--- src/rtl/tgp_pkg.sv ---
// Package: register map, field layout, reset values and carriers of the timer gate block
package tgp_pkg;

  // ----------------------------------------
  // Register indices, byte address is four times the index
  // ----------------------------------------
  localparam int unsigned TGP_ADDR_W = 16;
  localparam logic [11:0] TGP_IDX_PCTRL = 12'hfca;
  localparam logic [11:0] TGP_IDX_GCTRL = 12'hfcb;
  localparam logic [11:0] TGP_IDX_TVAL = 12'hfcc;
  localparam logic [11:0] TGP_IDX_PLIMIT = 12'hfcd;
  localparam logic [11:0] TGP_IDX_IRQ = 12'hfce;

  // ----------------------------------------
  // Values after reset
  // ----------------------------------------
  localparam logic [7:0] TGP_PCTRL_RST = 8'h00;
  localparam logic [7:0] TGP_GCTRL_RST = 8'h00;
  localparam logic [7:0] TGP_TVAL_RST = 8'h00;
  localparam logic [7:0] TGP_PLIMIT_RST = 8'hff;
  localparam logic [3:0] TGP_CNT_RST = 4'h0;

  // ----------------------------------------
  // Field positions
  // ----------------------------------------
  localparam int unsigned TGP_PC_PRE_LSB = 0;
  localparam int unsigned TGP_PC_PRE_MSB = 1;
  localparam int unsigned TGP_PC_ON = 2;
  localparam int unsigned TGP_PC_POST_LSB = 3;
  localparam int unsigned TGP_PC_POST_MSB = 6;
  localparam int unsigned TGP_GC_SS_LSB = 0;
  localparam int unsigned TGP_GC_SS_MSB = 1;
  localparam int unsigned TGP_GC_VAL = 2;
  localparam int unsigned TGP_GC_GO = 3;
  localparam int unsigned TGP_GC_SPM = 4;
  localparam int unsigned TGP_GC_TM = 5;
  localparam int unsigned TGP_GC_POL = 6;
  localparam int unsigned TGP_GC_GE = 7;
  localparam int unsigned TGP_IRQ_FLAG = 0;
  localparam int unsigned TGP_IRQ_EN = 1;

  // ----------------------------------------
  // Prescaler terminal counts
  // ----------------------------------------
  localparam logic [3:0] TGP_PRE_LAST_DIV1 = 4'h0;
  localparam logic [3:0] TGP_PRE_LAST_DIV4 = 4'h3;
  localparam logic [3:0] TGP_PRE_LAST_DIV16 = 4'hf;

  // ----------------------------------------
  // Bus answers
  // ----------------------------------------
  localparam logic [1:0] TGP_RESP_OKAY = 2'h0;
  localparam logic [1:0] TGP_RESP_SLVERR = 2'h2;

  // ----------------------------------------
  // Types
  // ----------------------------------------
  typedef enum logic [1:0] {
    TGP_SRC_PIN = 2'h0,
    TGP_SRC_AUX = 2'h1,
    TGP_SRC_MATCH = 2'h2,
    TGP_SRC_NONE = 2'h3
  } tgp_src_e;

  typedef struct packed {
    logic enable;
    logic polarity;
    logic toggle;
    logic single;
    logic go;
    tgp_src_e source;
  } tgp_gate_cfg_s;

endpackage

--- src/rtl/tgp_gate.sv ---
// Gate path: source select, polarity, toggle flip-flop and single-pulse control
`timescale 1ns/1ps
module tgp_gate (
  input wire logic clk,
  input wire logic reset,
  input wire logic external_gate_pin,
  input wire logic aux_overflow,
  input wire logic match_pulse,
  input wire tgp_pkg::tgp_gate_cfg_s cfg,
  output logic count_enable,
  output logic gate_level,
  output logic go_clear
);
  import tgp_pkg::*;

  typedef struct packed {
    logic sync1;
    logic sync2;
    logic sync3;
    logic pin_q;
    logic g_prev;
    logic tff;
    logic gt_prev;
    logic sp_run;
  } tgp_gstate_s;

  tgp_gstate_s r;
  tgp_gstate_s n;
  logic g_raw;
  logic g;
  logic gt;
  logic gt_rise;
  logic gt_fall;
  logic gate_q;

  // ----------------------------------------
  // Gate evaluation
  // ----------------------------------------
  always_comb begin
    n = r;
    n.sync1 = external_gate_pin;
    n.sync2 = r.sync1;
    n.sync3 = r.sync2;
    // Pin level changes only once two stages agree
    if (r.sync2 == r.sync3) begin
      n.pin_q = r.sync2;
    end
    unique case (cfg.source)
      TGP_SRC_PIN: g_raw = r.pin_q;
      TGP_SRC_AUX: g_raw = aux_overflow;
      TGP_SRC_MATCH: g_raw = match_pulse;
      TGP_SRC_NONE: g_raw = 1'b0;
    endcase
    g = cfg.polarity ? g_raw : ~g_raw;
    n.g_prev = g;
    // Flop inverts on each incrementing edge, cleared while disabled
    n.tff = cfg.toggle ? (r.tff ^ (g & ~r.g_prev)) : 1'b0;
    gt = cfg.toggle ? r.tff : g;
    n.gt_prev = gt;
    gt_rise = gt & ~r.gt_prev;
    gt_fall = ~gt & r.gt_prev;
    // Arm on the first incrementing edge after go, drop on trailing edge
    if (!(cfg.single && cfg.go)) begin
      n.sp_run = 1'b0;
    end else if (gt_rise) begin
      n.sp_run = 1'b1;
    end else if (gt_fall) begin
      n.sp_run = 1'b0;
    end
    go_clear = cfg.single && r.sp_run && gt_fall;
    // Toggle and single pulse chain, giving one full source period
    gate_q = cfg.single ? (gt & (r.sp_run | (cfg.go & gt_rise))) : gt;
    gate_level = gate_q;
    count_enable = ~cfg.enable | gate_q;
  end

  always_ff @(posedge clk) begin
    if (reset) begin
      r <= '0;
    end else begin
      r <= n;
    end
  end

endmodule

--- src/rtl/tgp_top.sv ---
// Timer gate logic and 8-bit period timer behind an AXI4-Lite register slave
`timescale 1ns/1ps
module tgp_top (
  input wire logic clk,
  input wire logic reset,
  input wire logic external_gate_pin,
  input wire logic aux_overflow,
  input wire logic [tgp_pkg::TGP_ADDR_W-1:0] s_axi_awaddr,
  input wire logic s_axi_awvalid,
  output logic s_axi_awready,
  input wire logic [31:0] s_axi_wdata,
  input wire logic [3:0] s_axi_wstrb,
  input wire logic s_axi_wvalid,
  output logic s_axi_wready,
  output logic [1:0] s_axi_bresp,
  output logic s_axi_bvalid,
  input wire logic s_axi_bready,
  input wire logic [tgp_pkg::TGP_ADDR_W-1:0] s_axi_araddr,
  input wire logic s_axi_arvalid,
  output logic s_axi_arready,
  output logic [31:0] s_axi_rdata,
  output logic [1:0] s_axi_rresp,
  output logic s_axi_rvalid,
  input wire logic s_axi_rready,
  output logic primary_count_enable,
  output logic period_match,
  output logic period_match_pulse,
  output logic match_irq
);
  import tgp_pkg::*;

  // ----------------------------------------
  // State
  // ----------------------------------------
  typedef struct packed {
    logic [7:0] pctrl;
    tgp_gate_cfg_s gcfg;
    logic [7:0] tval;
    logic [7:0] plimit;
    logic [3:0] presc;
    logic [3:0] post;
    logic match_q;
    logic flag;
    logic irq_en;
    logic aw_held;
    logic [11:0] aw_idx;
    logic aw_ok;
    logic w_held;
    logic [7:0] wdata;
    logic wlane;
    logic bvalid;
    logic [1:0] bresp;
    logic rvalid;
    logic [1:0] rresp;
    logic [7:0] rdata;
  } tgp_state_s;

  tgp_state_s r;
  tgp_state_s n;
  logic gate_level;
  logic go_clear;
  logic count_en;
  logic [3:0] pre_last;
  logic tick;
  logic do_wr;
  logic wr_en;
  logic post_hit;
  logic [11:0] ar_idx;

  // ----------------------------------------
  // Address decode helpers
  // ----------------------------------------
  function automatic logic [11:0] addr_idx(input logic [TGP_ADDR_W-1:0] addr);
    addr_idx = addr[13:2];
  endfunction

  function automatic logic is_mapped(input logic [TGP_ADDR_W-1:0] addr);
    logic [11:0] idx;
    idx = addr[13:2];
    is_mapped = (addr[15:14] == 2'h0) &&
      ((idx == TGP_IDX_PCTRL) || (idx == TGP_IDX_GCTRL) || (idx == TGP_IDX_TVAL) ||
       (idx == TGP_IDX_PLIMIT) || (idx == TGP_IDX_IRQ));
  endfunction

  function automatic logic [3:0] pre_last_of(input logic [1:0] sel);
    if (sel[1]) begin
      pre_last_of = TGP_PRE_LAST_DIV16;
    end else if (sel[0]) begin
      pre_last_of = TGP_PRE_LAST_DIV4;
    end else begin
      pre_last_of = TGP_PRE_LAST_DIV1;
    end
  endfunction

  // ----------------------------------------
  // Gate path
  // ----------------------------------------
  tgp_gate u_gate (
    .clk(clk),
    .reset(reset),
    .external_gate_pin(external_gate_pin),
    .aux_overflow(aux_overflow),
    .match_pulse(r.match_q),
    .cfg(r.gcfg),
    .count_enable(count_en),
    .gate_level(gate_level),
    .go_clear(go_clear)
  );

  // ----------------------------------------
  // Next state
  // ----------------------------------------
  always_comb begin
    n = r;
    n.match_q = 1'b0;
    ar_idx = addr_idx(s_axi_araddr);

    // Period timer and prescaler
    pre_last = pre_last_of(r.pctrl[TGP_PC_PRE_MSB:TGP_PC_PRE_LSB]);
    tick = r.pctrl[TGP_PC_ON] && (r.presc == pre_last);
    if (r.pctrl[TGP_PC_ON]) begin
      n.presc = tick ? TGP_CNT_RST : r.presc + 4'h1;
    end
    post_hit = 1'b0;
    if (tick) begin
      if (r.tval == r.plimit) begin
        // Match restarts the count from zero on this tick
        n.tval = TGP_TVAL_RST;
        n.match_q = 1'b1;
        if (r.post == r.pctrl[TGP_PC_POST_MSB:TGP_PC_POST_LSB]) begin
          n.post = TGP_CNT_RST;
          post_hit = 1'b1;
        end else begin
          n.post = r.post + 4'h1;
        end
      end else begin
        n.tval = r.tval + 8'h01;
      end
    end
    n.flag = r.flag | post_hit;

    // Single-pulse completion
    if (go_clear) begin
      n.gcfg.go = 1'b0;
    end

    // Write channel capture, address and data in either order
    if (s_axi_awvalid && s_axi_awready) begin
      n.aw_held = 1'b1;
      n.aw_idx = addr_idx(s_axi_awaddr);
      n.aw_ok = is_mapped(s_axi_awaddr);
    end
    if (s_axi_wvalid && s_axi_wready) begin
      n.w_held = 1'b1;
      n.wdata = s_axi_wdata[7:0];
      n.wlane = s_axi_wstrb[0];
    end
    if (r.bvalid && s_axi_bready) begin
      n.bvalid = 1'b0;
    end

    // Register write, one cycle after both halves are held
    do_wr = r.aw_held && r.w_held && !r.bvalid;
    wr_en = do_wr && r.aw_ok && r.wlane;
    if (do_wr) begin
      n.aw_held = 1'b0;
      n.w_held = 1'b0;
      n.bvalid = 1'b1;
      n.bresp = r.aw_ok ? TGP_RESP_OKAY : TGP_RESP_SLVERR;
    end
    if (wr_en) begin
      unique case (r.aw_idx)
        TGP_IDX_PCTRL: begin
          // Control write keeps the timer value
          n.pctrl = {1'b0, r.wdata[6:0]};
          n.presc = TGP_CNT_RST;
          n.post = TGP_CNT_RST;
        end
        TGP_IDX_GCTRL: begin
          n.gcfg.enable = r.wdata[TGP_GC_GE];
          n.gcfg.polarity = r.wdata[TGP_GC_POL];
          n.gcfg.toggle = r.wdata[TGP_GC_TM];
          n.gcfg.single = r.wdata[TGP_GC_SPM];
          // Software set of go wins over a same-cycle hardware clear
          n.gcfg.go = r.wdata[TGP_GC_GO] | (r.gcfg.go & ~go_clear);
          n.gcfg.source = tgp_src_e'(r.wdata[TGP_GC_SS_MSB:TGP_GC_SS_LSB]);
        end
        TGP_IDX_TVAL: begin
          n.tval = r.wdata;
          n.presc = TGP_CNT_RST;
          n.post = TGP_CNT_RST;
        end
        TGP_IDX_PLIMIT: begin
          n.plimit = r.wdata;
        end
        TGP_IDX_IRQ: begin
          // A postscaler hit arriving with the clear still sets the flag
          n.flag = r.wdata[TGP_IRQ_FLAG] | post_hit;
          n.irq_en = r.wdata[TGP_IRQ_EN];
        end
        default: begin
          n.pctrl = r.pctrl;
        end
      endcase
    end
    if (!n.gcfg.single) begin
      n.gcfg.go = 1'b0;
    end

    // Read channel
    if (r.rvalid && s_axi_rready) begin
      n.rvalid = 1'b0;
    end
    if (s_axi_arvalid && s_axi_arready) begin
      n.rvalid = 1'b1;
      n.rresp = is_mapped(s_axi_araddr) ? TGP_RESP_OKAY : TGP_RESP_SLVERR;
      n.rdata = 8'h00;
      if (is_mapped(s_axi_araddr)) begin
        unique case (ar_idx)
          TGP_IDX_PCTRL: n.rdata = r.pctrl;
          TGP_IDX_GCTRL: n.rdata = {r.gcfg.enable, r.gcfg.polarity, r.gcfg.toggle,
                                    r.gcfg.single, r.gcfg.go, gate_level,
                                    r.gcfg.source};
          TGP_IDX_TVAL: n.rdata = r.tval;
          TGP_IDX_PLIMIT: n.rdata = r.plimit;
          TGP_IDX_IRQ: n.rdata = {6'h00, r.irq_en, r.flag};
          default: n.rdata = 8'h00;
        endcase
      end
    end
  end

  // ----------------------------------------
  // State register
  // ----------------------------------------
  always_ff @(posedge clk) begin
    if (reset) begin
      r <= '0;
      r.pctrl <= TGP_PCTRL_RST;
      r.gcfg <= tgp_gate_cfg_s'(TGP_GCTRL_RST[6:0]);
      r.tval <= TGP_TVAL_RST;
      r.plimit <= TGP_PLIMIT_RST;
      r.presc <= TGP_CNT_RST;
      r.post <= TGP_CNT_RST;
    end else begin
      r <= n;
    end
  end

  // ----------------------------------------
  // Outputs
  // ----------------------------------------
  // One write and one read at a time keeps the slave free of queues
  assign s_axi_awready = !r.aw_held && !r.bvalid;
  assign s_axi_wready = !r.w_held && !r.bvalid;
  assign s_axi_bvalid = r.bvalid;
  assign s_axi_bresp = r.bresp;
  assign s_axi_arready = !r.rvalid;
  assign s_axi_rvalid = r.rvalid;
  assign s_axi_rresp = r.rresp;
  assign s_axi_rdata = {24'h00_0000, r.rdata};
  assign primary_count_enable = count_en;
  assign period_match = (r.tval == r.plimit);
  assign period_match_pulse = r.match_q;
  assign match_irq = r.flag & r.irq_en;

endmodule
--- config.mk ---
export PLATFORM = sky130hd
export DESIGN_NAME = tgp_top
export DESIGN_NICKNAME = d
export VERILOG_FILES = /design/src/rtl/tgp_pkg.sv /design/src/rtl/tgp_gate.sv /design/src/rtl/tgp_top.sv
export SDC_FILE = /design/constraint.sdc
export NUM_CORES = 1
export LEC_CHECK = 0
export ABC_AREA = 1
export BUFFER_PORTS_ARGS = -buffer_cell sky130_fd_sc_hd__buf_4
export CORE_ASPECT_RATIO = 2
export CORE_MARGIN = 4
export CORE_UTILIZATION = 53
export DETAILED_ROUTE_END_ITERATION = 8
export HOLD_SLACK_MARGIN = 0.1
export PLACE_DENSITY = 0.92
export SLEW_MARGIN = 20
export SYNTH_ARGS = -nofsm -noshare
export SYNTH_HDL_FRONTEND = slang
export SYNTH_HIERARCHICAL = 1
export SYNTH_SLANG_ARGS = --single-unit
--- constraint.sdc ---
create_clock -name clk -period 2.1 [get_ports clk]
set_clock_uncertainty 0.05 [all_clocks]
set_input_delay 0.315 -clock clk [delete_from_list [all_inputs] [get_ports clk]]
set_output_delay 0.315 -clock clk [all_outputs]
set_load 0.02 [all_outputs]
# Yosys cells after proc, flatten, opt, wreduce, memory -nomap -nowiden
# Index checks and enable logic that the tools add are counted.
totals:
  mem_bits_ro: 0
  word_cells: 160
  regBits: 87
  latchBits: 0
  n_memories: 0
  ramBits: 0
  input_bits: 77
op_classes:
  mux: 34
  order_cmp: 0
  bitwise: 23
  div_mod_pow: 0
  n_shift: 0
  add_sub_neg: 3
  multipliers: 0
  eq_ne: 22
  reduce_logical: 45
op_table:
  columns: ["cell", "n"]
  rows:
  - ["$eq A12 B12 Y1 const B", 15]
  - ["$mux W8", 6]
  - ["$pmux W8 S5", 1]
  - ["$mux W28", 1]
  - ["$mux W4", 5]
  - ["$logic_and A1 B1 Y1", 17]
  - ["$reduce_or A2 Y1", 6]
  - ["$mux W1", 11]
  - ["$mux W11", 1]
  - ["$mux W2", 5]
  - ["$mux W5", 2]
  - ["$not A1 Y1", 10]
  - ["$add A4 B1 Y4 const B", 2]
  - ["$add A8 B1 Y8 const B", 1]
  - ["$eq A4 B4 Y1", 2]
  - ["$eq A8 B8 Y1", 1]
  - ["$logic_or A1 B1 Y1", 8]
  - ["$reduce_and A2 Y1", 4]
  - ["$and A1 B1 Y1", 7]
  - ["$logic_not A2 Y1", 3]
  - ["$reduce_bool A2 Y1", 3]
  - ["$or A1 B1 Y1", 5]
  - ["$eq A2 B2 Y1 const B", 2]
  - ["$logic_not A1 Y1", 4]
  - ["5 further kinds", 5]

# Depth between registers and ports, before layout
logic_depth:
  depth_word: 15
  depth_mapped: 19
  mapped_depth_nobuf: 19

# By module
# The synthesis kept the hierarchy.
modules_own_cells:
  columns: ["mod", "seq_area_each_um2", "area_each_um2", "instances", "cells_per_inst"]
  rows:
  - ["tgp_top", 1541.5, 4245.3, 1, 619]
  - ["tgp_gate", 160.2, 460.4, 1, 67]

# Least setup slack after synthesis
# Ideal clock, no wire load.
synth_path:
  path_kind: "reg-to-reg"
  start: "register r, in the netlist period_match_pulse"
  end: "register r, in the netlist s_axi_rdata[2]"
  synth_period_minus_slack_ns: 1.853
  path_stages_with_launch: 19
  slack_ns: 0.247
  required_ns: 1.922
  setup_ns: 0.128
  t_arrival_ns: 1.675
  path_cell_list: "dfxtp_1 nand2_1 nand3_2 nand3_2 nand2_2 nand2_2 nand2_2 inv_1 ha_1 nand2_1 nand3_1 nand3_1 inv_1 nand3_1 nand2_1 nor2_1 nor2_1 nor2_1 nor2_1"
synth_via:
  elab_chain_len: 11
synth_lines:
  columns: ["item", "line_no", "text"]
  rows:
  - ["start, declared", "tgp_top.sv:58", "tgp_state_s r;"]
  - ["start signal, assigned", "tgp_top.sv:246", "r <= n;"]
  - ["$pmux W1 S4 (*)", "tgp_gate.sv:48", "unique case (cfg.source)"]
  - ["$not A1 Y1", "tgp_gate.sv:54", "g = cfg.polarity ? g_raw : ~g_raw;"]
  - ["$mux W1 (*)", "tgp_gate.sv:54", null]
  - ["$mux W1 (*)", "tgp_gate.sv:58", "gt = cfg.toggle ? r.tff : g;"]
  - ["via u_gate.gt", "tgp_gate.sv:31", "logic gt;"]
  - ["$and A1 B1 Y1 (*)", "tgp_gate.sv:60", "gt_rise = gt & ~r.gt_prev;"]
  - ["via u_gate.gt_rise", "tgp_gate.sv:32", "logic gt_rise;"]
  - ["$and A1 B1 Y1 (*)", "tgp_gate.sv:72", "gate_q = cfg.single ? (gt & (r.sp_run | (cfg.go & gt_rise))) : gt;"]
  - ["$or A1 B1 Y1 (*)", "tgp_gate.sv:72", null]
  - ["$and A1 B1 Y1 (*)", "tgp_gate.sv:72", null]
  - ["$mux W1 (*)", "tgp_gate.sv:72", null]
  - ["via gate_level", "tgp_top.sv:60", "logic gate_level;"]
  - ["$pmux W8 S5 (*)", "tgp_top.sv:219", "unique case (ar_idx)"]
  - ["$mux W8 (*)", "tgp_top.sv:218", "if (is_mapped(s_axi_araddr)) begin"]
# Mark *: on every way through the listed nets, which the timed path passes. The rest lies on a longest branch.
# A chain may end at the register's enable or synchronous reset.

# Worst setup path after layout
layout_path:
  start: "register r[66] (netlist name)"
  end: "output primary_count_enable"
layout_via:
  elab_chain_len: 11
  word_cells_on_any_way: 14
  classes_between: "eq/ne: 3; mux: 4; bitwise: 6; reduce/logical: 1"
layout_lines:
  columns: ["item", "line_no", "text"]
  rows:
  - ["$eq A2 B2 Y1, or another cell as far along", "tgp_gate.sv:48", null]
  - ["$pmux W1 S4 (*)", "tgp_gate.sv:48", null]
  - ["$not A1 Y1", "tgp_gate.sv:54", null]
  - ["$mux W1 (*)", "tgp_gate.sv:54", null]
  - ["$mux W1 (*)", "tgp_gate.sv:58", null]
  - ["via u_gate.gt", "tgp_gate.sv:31", null]
  - ["$and A1 B1 Y1 (*)", "tgp_gate.sv:60", null]
  - ["via u_gate.gt_rise", "tgp_gate.sv:32", null]
  - ["$and A1 B1 Y1 (*)", "tgp_gate.sv:72", null]
  - ["$or A1 B1 Y1 (*)", "tgp_gate.sv:72", null]
  - ["$and A1 B1 Y1 (*)", "tgp_gate.sv:72", null]
  - ["$mux W1 (*)", "tgp_gate.sv:72", null]
  - ["$or A1 B1 Y1 (*)", "tgp_gate.sv:74", "count_enable = ~cfg.enable | gate_q;"]
  - ["end, declared", "tgp_top.sv:25", "output logic primary_count_enable,"]
# Marks and branches as above.

==> impl_metrics.py <==
metrics = {
    "final_layout": {
        "finalNetCount": 829,
        "layout.cells.non_filler": 852,
        "flow.area_growth_from_synthesis_pct": 19.6,
        "drive_above_1_share_pct": 21.1,
        "ff_latch_area_um2": 1710,
        "most_common_cell_after_layout_fill_and_taps_aside": "sky130_fd_sc_hd__nand2_1",
        "ant_diodes": 0,
        "fillers": 712,
        "commonest_non_fill_non_tap_cells_in_the_layout": "sky130_fd_sc_hd__nand2_1 (119), sky130_fd_sc_hd__nor2_1 (97), sky130_fd_sc_hd__inv_1 (86)",
        "multi_input_gate_area_um2": 2440,
    },
    "global_route": {
        "total_routing_usage_reported_by_global_routing_pct": 23.4,
        "overflow": 0,
        "pin_count_of_the_biggest_net_entering_global_routing": 44,
        "antenna_violations_before_repair": 0,
        "grt_pass1_vias": 4343,
        "first_pass_grt_wire_length_mm": 19.1,
    },
    "hold_path": {
        "min_from": "external_gate_pin",
        "hold_path_end": "u_gate/n[6]$_SDFF_PP0_",
        "holdCritPathClass": "input pin to register",
        "min_delay_path_depth": 3,
    },
    "clock_tree": {
        "clock_tree.buffer_depth": 2,
        "insertion_delay_ns": 0.34,
        "cts.sink_count": 85,
        "cts_made_buffers": 9,
        "cts-hold-fix-buffers": 0,
        "h_tree_lvls": 3,
        "clk_pin_slew_worst_paths_ns": 0.06,
        "cts_tree": "built",
        "cts_root_buf": "sky130_fd_sc_hd__clkbuf_16",
    },
    "route": {
        "routed_antenna_nets": 0,
        "drt-total-wl_mm": 12.0,
        "met1_length_mm": 4.10,
        "routed_wire_length_per_instance_um": 14.1,
        "drcViolationCount": 0,
        "detailedRoute.firstIterationViolations": 374,
        "route.detailed.vias_per_inst": 5.35,
        "via_count": 4556,
        "drt_pass1_iterations": 6,
        "dr_wl_met2_mm": 6.32,
        "met3RoutedLength_um": 785,
        "highest-signal-layer": "met4",
    },
    "placement": {
        "placement.io_buffers": 64,
        "count_of_placed_standard_cells_including_taps": 829,
        "gp_congestion": 0.937,
        "detailed_place_hpwl_mm": 8.73,
    },
    "die": {
        "std_cell_rows": 48,
        "overall_die_area_um2": 10500,
        "floorplan.core_area_um2": 8650,
        "initial_utilization_pct": 54.4,
        "die_w_um": 74.6,
        "height_of_the_chip_um": 141,
        "top_level_ports": 122,
    },
    "setup_path": {
        "r2r-start": "r[66]$_SDFFE_PP0P_",
        "crit_arrival_ns": 1.87,
        "worst-path-max-fanout": 5,
        "timing_worst_setup_path_type": "register to output port",
        "worstReg2RegEnd": "s_axi_rdata[2]$_SDFFE_PP0P_",
        "worstPathCellList": "inv_8 -> nand2_4 -> nand3_4 -> nand3_2 -> nand2_2 -> nand2_2 -> nand2_2 -> inv_2 -> ha_4 -> nand2_2 -> nand3_2 -> nand3_2 -> nand2_2 -> buf_6",
        "worst_path_cell_with_the_longest_stage_delay": "sky130_fd_sc_hd__dfxtp_4",
        "critical_path.endpoint_type": "output port",
        "reg2regPathDepth": 19,
        "cell_mode_on_critical_path": "sky130_fd_sc_hd__nand2_2",
        "cp_slowest_stage_delay_ns": 0.37,
        "reg2reg_setup_slack_ns": 0.10,
        "start_kind": "register",
        "crit_required_ns": 1.74,
    },
    "yosys": {
        "synth-main-ff-cell": "sky130_fd_sc_hd__dfxtp_1",
        "synth-async-reset-ratio_pct": 0,
        "flops_latches_synth": 85,
        "synth.yosys.seq_area_share_pct": 36.2,
        "synth_area_leaders": "sky130_fd_sc_hd__dfxtp_1 (36%), sky130_fd_sc_hd__nand2_1 (10%), sky130_fd_sc_hd__nor2_1 (7.7%), sky130_fd_sc_hd__inv_1 (7.0%), sky130_fd_sc_hd__buf_4 (5.9%)",
        "syn-cell-area_um2": 4710,
        "synth_enable_flop_cells": 0,
        "syn-instance-count": 686,
        "yosysTopAreaCell": "sky130_fd_sc_hd__dfxtp_1",
        "ys.warnings.count": 6,
        "ys_types": 45,
        "syn_avg_cell_area_um2": 6.86,
        "synth_top_area_share_pct": 36.2,
    },
    "timing": {
        "setup_viol": 1,
        "finalWorstSetupSlack_ns": -0.135,
        "max_slew.worst_pin.slew_ns": 0.567,
        "grt_setup_unrepaired": "yes",
        "highest_clock_rate_mhz": 447,
        "timing_hold_violations_final": 0,
        "final.period_utilization_pct": 106,
        "finalHoldWorstSlack_ns": 0.123,
        "final_max_slew_viol_count": 0,
        "relSlewSlack_pct": 62.0,
        "period_minus_slack_ns": 2.24,
    },
    "power_and_ir_drop": {
        "worst_ir_drop_vdd_mv": 0.665,
        "ratio_of_total_power_to_cell_area_nw_per_um2": 695,
        "p_leak_nw": 2.61,
    },
    "run_status": {
        "result_of_the_run": "complete, but fails checks",
        "violated_checks": "negative setup slack",
    },
    "flow_run": {
        "max-cap-violations": 0,
    },
}
power breakdown:
part / switching [mW] / internal [mW] / total [mW]
logic: 0.222 / 0.129 / 0.351
clock network: 0.625 / 1.23 / 1.85
registers: 0.0451 / 1.66 / 1.71
total: 0.892 / 3.02 / 3.91
cell type report:
type	instances	area share, %
tap	100	2.22
clock buffer	11	4.49
inverter	101	7.07
clock inverter	5	1.89
multi-input combinational	472	43.4
timing repair buffer	78	10.5
sequential	85	30.4
worst max-delay path, delay by kind of cell, from the launching register on:
kind,cells,cell delay (ns)
flops,1,0.37
fa+ha+maj,1,0.15
buf+inv,3,0.26
simple gates,10,0.73
per-layer routing:
metal  vias up  GRT usage, %
met1      2051          23.7
met4         0          15.1
li1       2242             -
met3        61          4.40
met2       202          41.6
met5         -             0
per-stage QoR:
step | power [mW] | setup WS (ns) | TNS [ns] | utilization [%] | area, um^2
floorplan | 1.98 | 0.247 | 0 | - | 4800
global placement | 2.08 | 0.103 | 0 | 59.1 | 5110
detailed placement | 2.09 | 0.0656 | 0 | 59.1 | 5110
CTS | 3.93 | -0.0746 | -0.0746 | 64.1 | 5540
global route | 4.04 | -0.221 | -0.253 | 65.1 | 5630
finish | 3.91 | -0.135 | -0.135 | 65.1 | 5630
timing repair:
item                                    4_1_cts  5_1_grt
buffers inserted                              5        2
pin swaps                                     7        5
endpoints found under the setup margin        1        2
resized for setup                            12       20
kinds of logic (layout without fill, tap and decap cells):
| logic type | Yosys count | count (layout) | share of synthesized area [%] |
|---|---|---|---|
| simple gates | 329 | 329 | 32.8 |
| buf+inv | 154 | 195 | 15.5 |
| compound gates | 100 | 100 | 11.9 |
| flops | 85 | 85 | 36.2 |
| xor+xnor | 12 | 12 | 2.23 |
| fa+ha+maj | 5 | 5 | 1.33 |
| other cells | 1 | 26 | 0.0797 |
sequential cells by signal (all words and copies together), names as in the netlist:
name,cells
s_axi_rdata,8
u_gate/r,6
s_axi_rvalid,1
s_axi_bresp,1
u_gate/n,2
period_match_pulse,1
r,64
s_axi_rresp,1
s_axi_bvalid,1
worst max path at each step:
stage                                  start                          end  slack, ns  depth (start not counted)
2_1_floorplan  period_match_pulse$_SDFF_PP0_  s_axi_rdata[2]$_SDFFE_PP0P_       0.25                         18
3_3_place_gp                    aux_overflow  s_axi_rdata[2]$_SDFFE_PP0P_       0.10                         18
3_5_place_dp                    aux_overflow  s_axi_rdata[2]$_SDFFE_PP0P_       0.07                         18
4_1_cts                   r[66]$_SDFFE_PP0P_         primary_count_enable      -0.07                         13
5_1_grt                   r[65]$_SDFFE_PP0P_         primary_count_enable      -0.22                         14
6_report                  r[66]$_SDFFE_PP0P_         primary_count_enable      -0.14                         14
cells in the mapped netlist (8+ instances only):
cell	number
sky130_fd_sc_hd__o21ai_0	40
sky130_fd_sc_hd__nand2_1	126
sky130_fd_sc_hd__nand4_1	9
sky130_fd_sc_hd__nand3_2	8
sky130_fd_sc_hd__inv_1	88
sky130_fd_sc_hd__inv_2	9
sky130_fd_sc_hd__o211ai_1	9
sky130_fd_sc_hd__a21oi_1	37
sky130_fd_sc_hd__clkbuf_1	8
sky130_fd_sc_hd__buf_4	37
sky130_fd_sc_hd__nor3_1	9
sky130_fd_sc_hd__dfxtp_1	85
sky130_fd_sc_hd__nor2_1	97
sky130_fd_sc_hd__nand3_1	49
No activity file was read; power rests on OpenSTA's default activity.
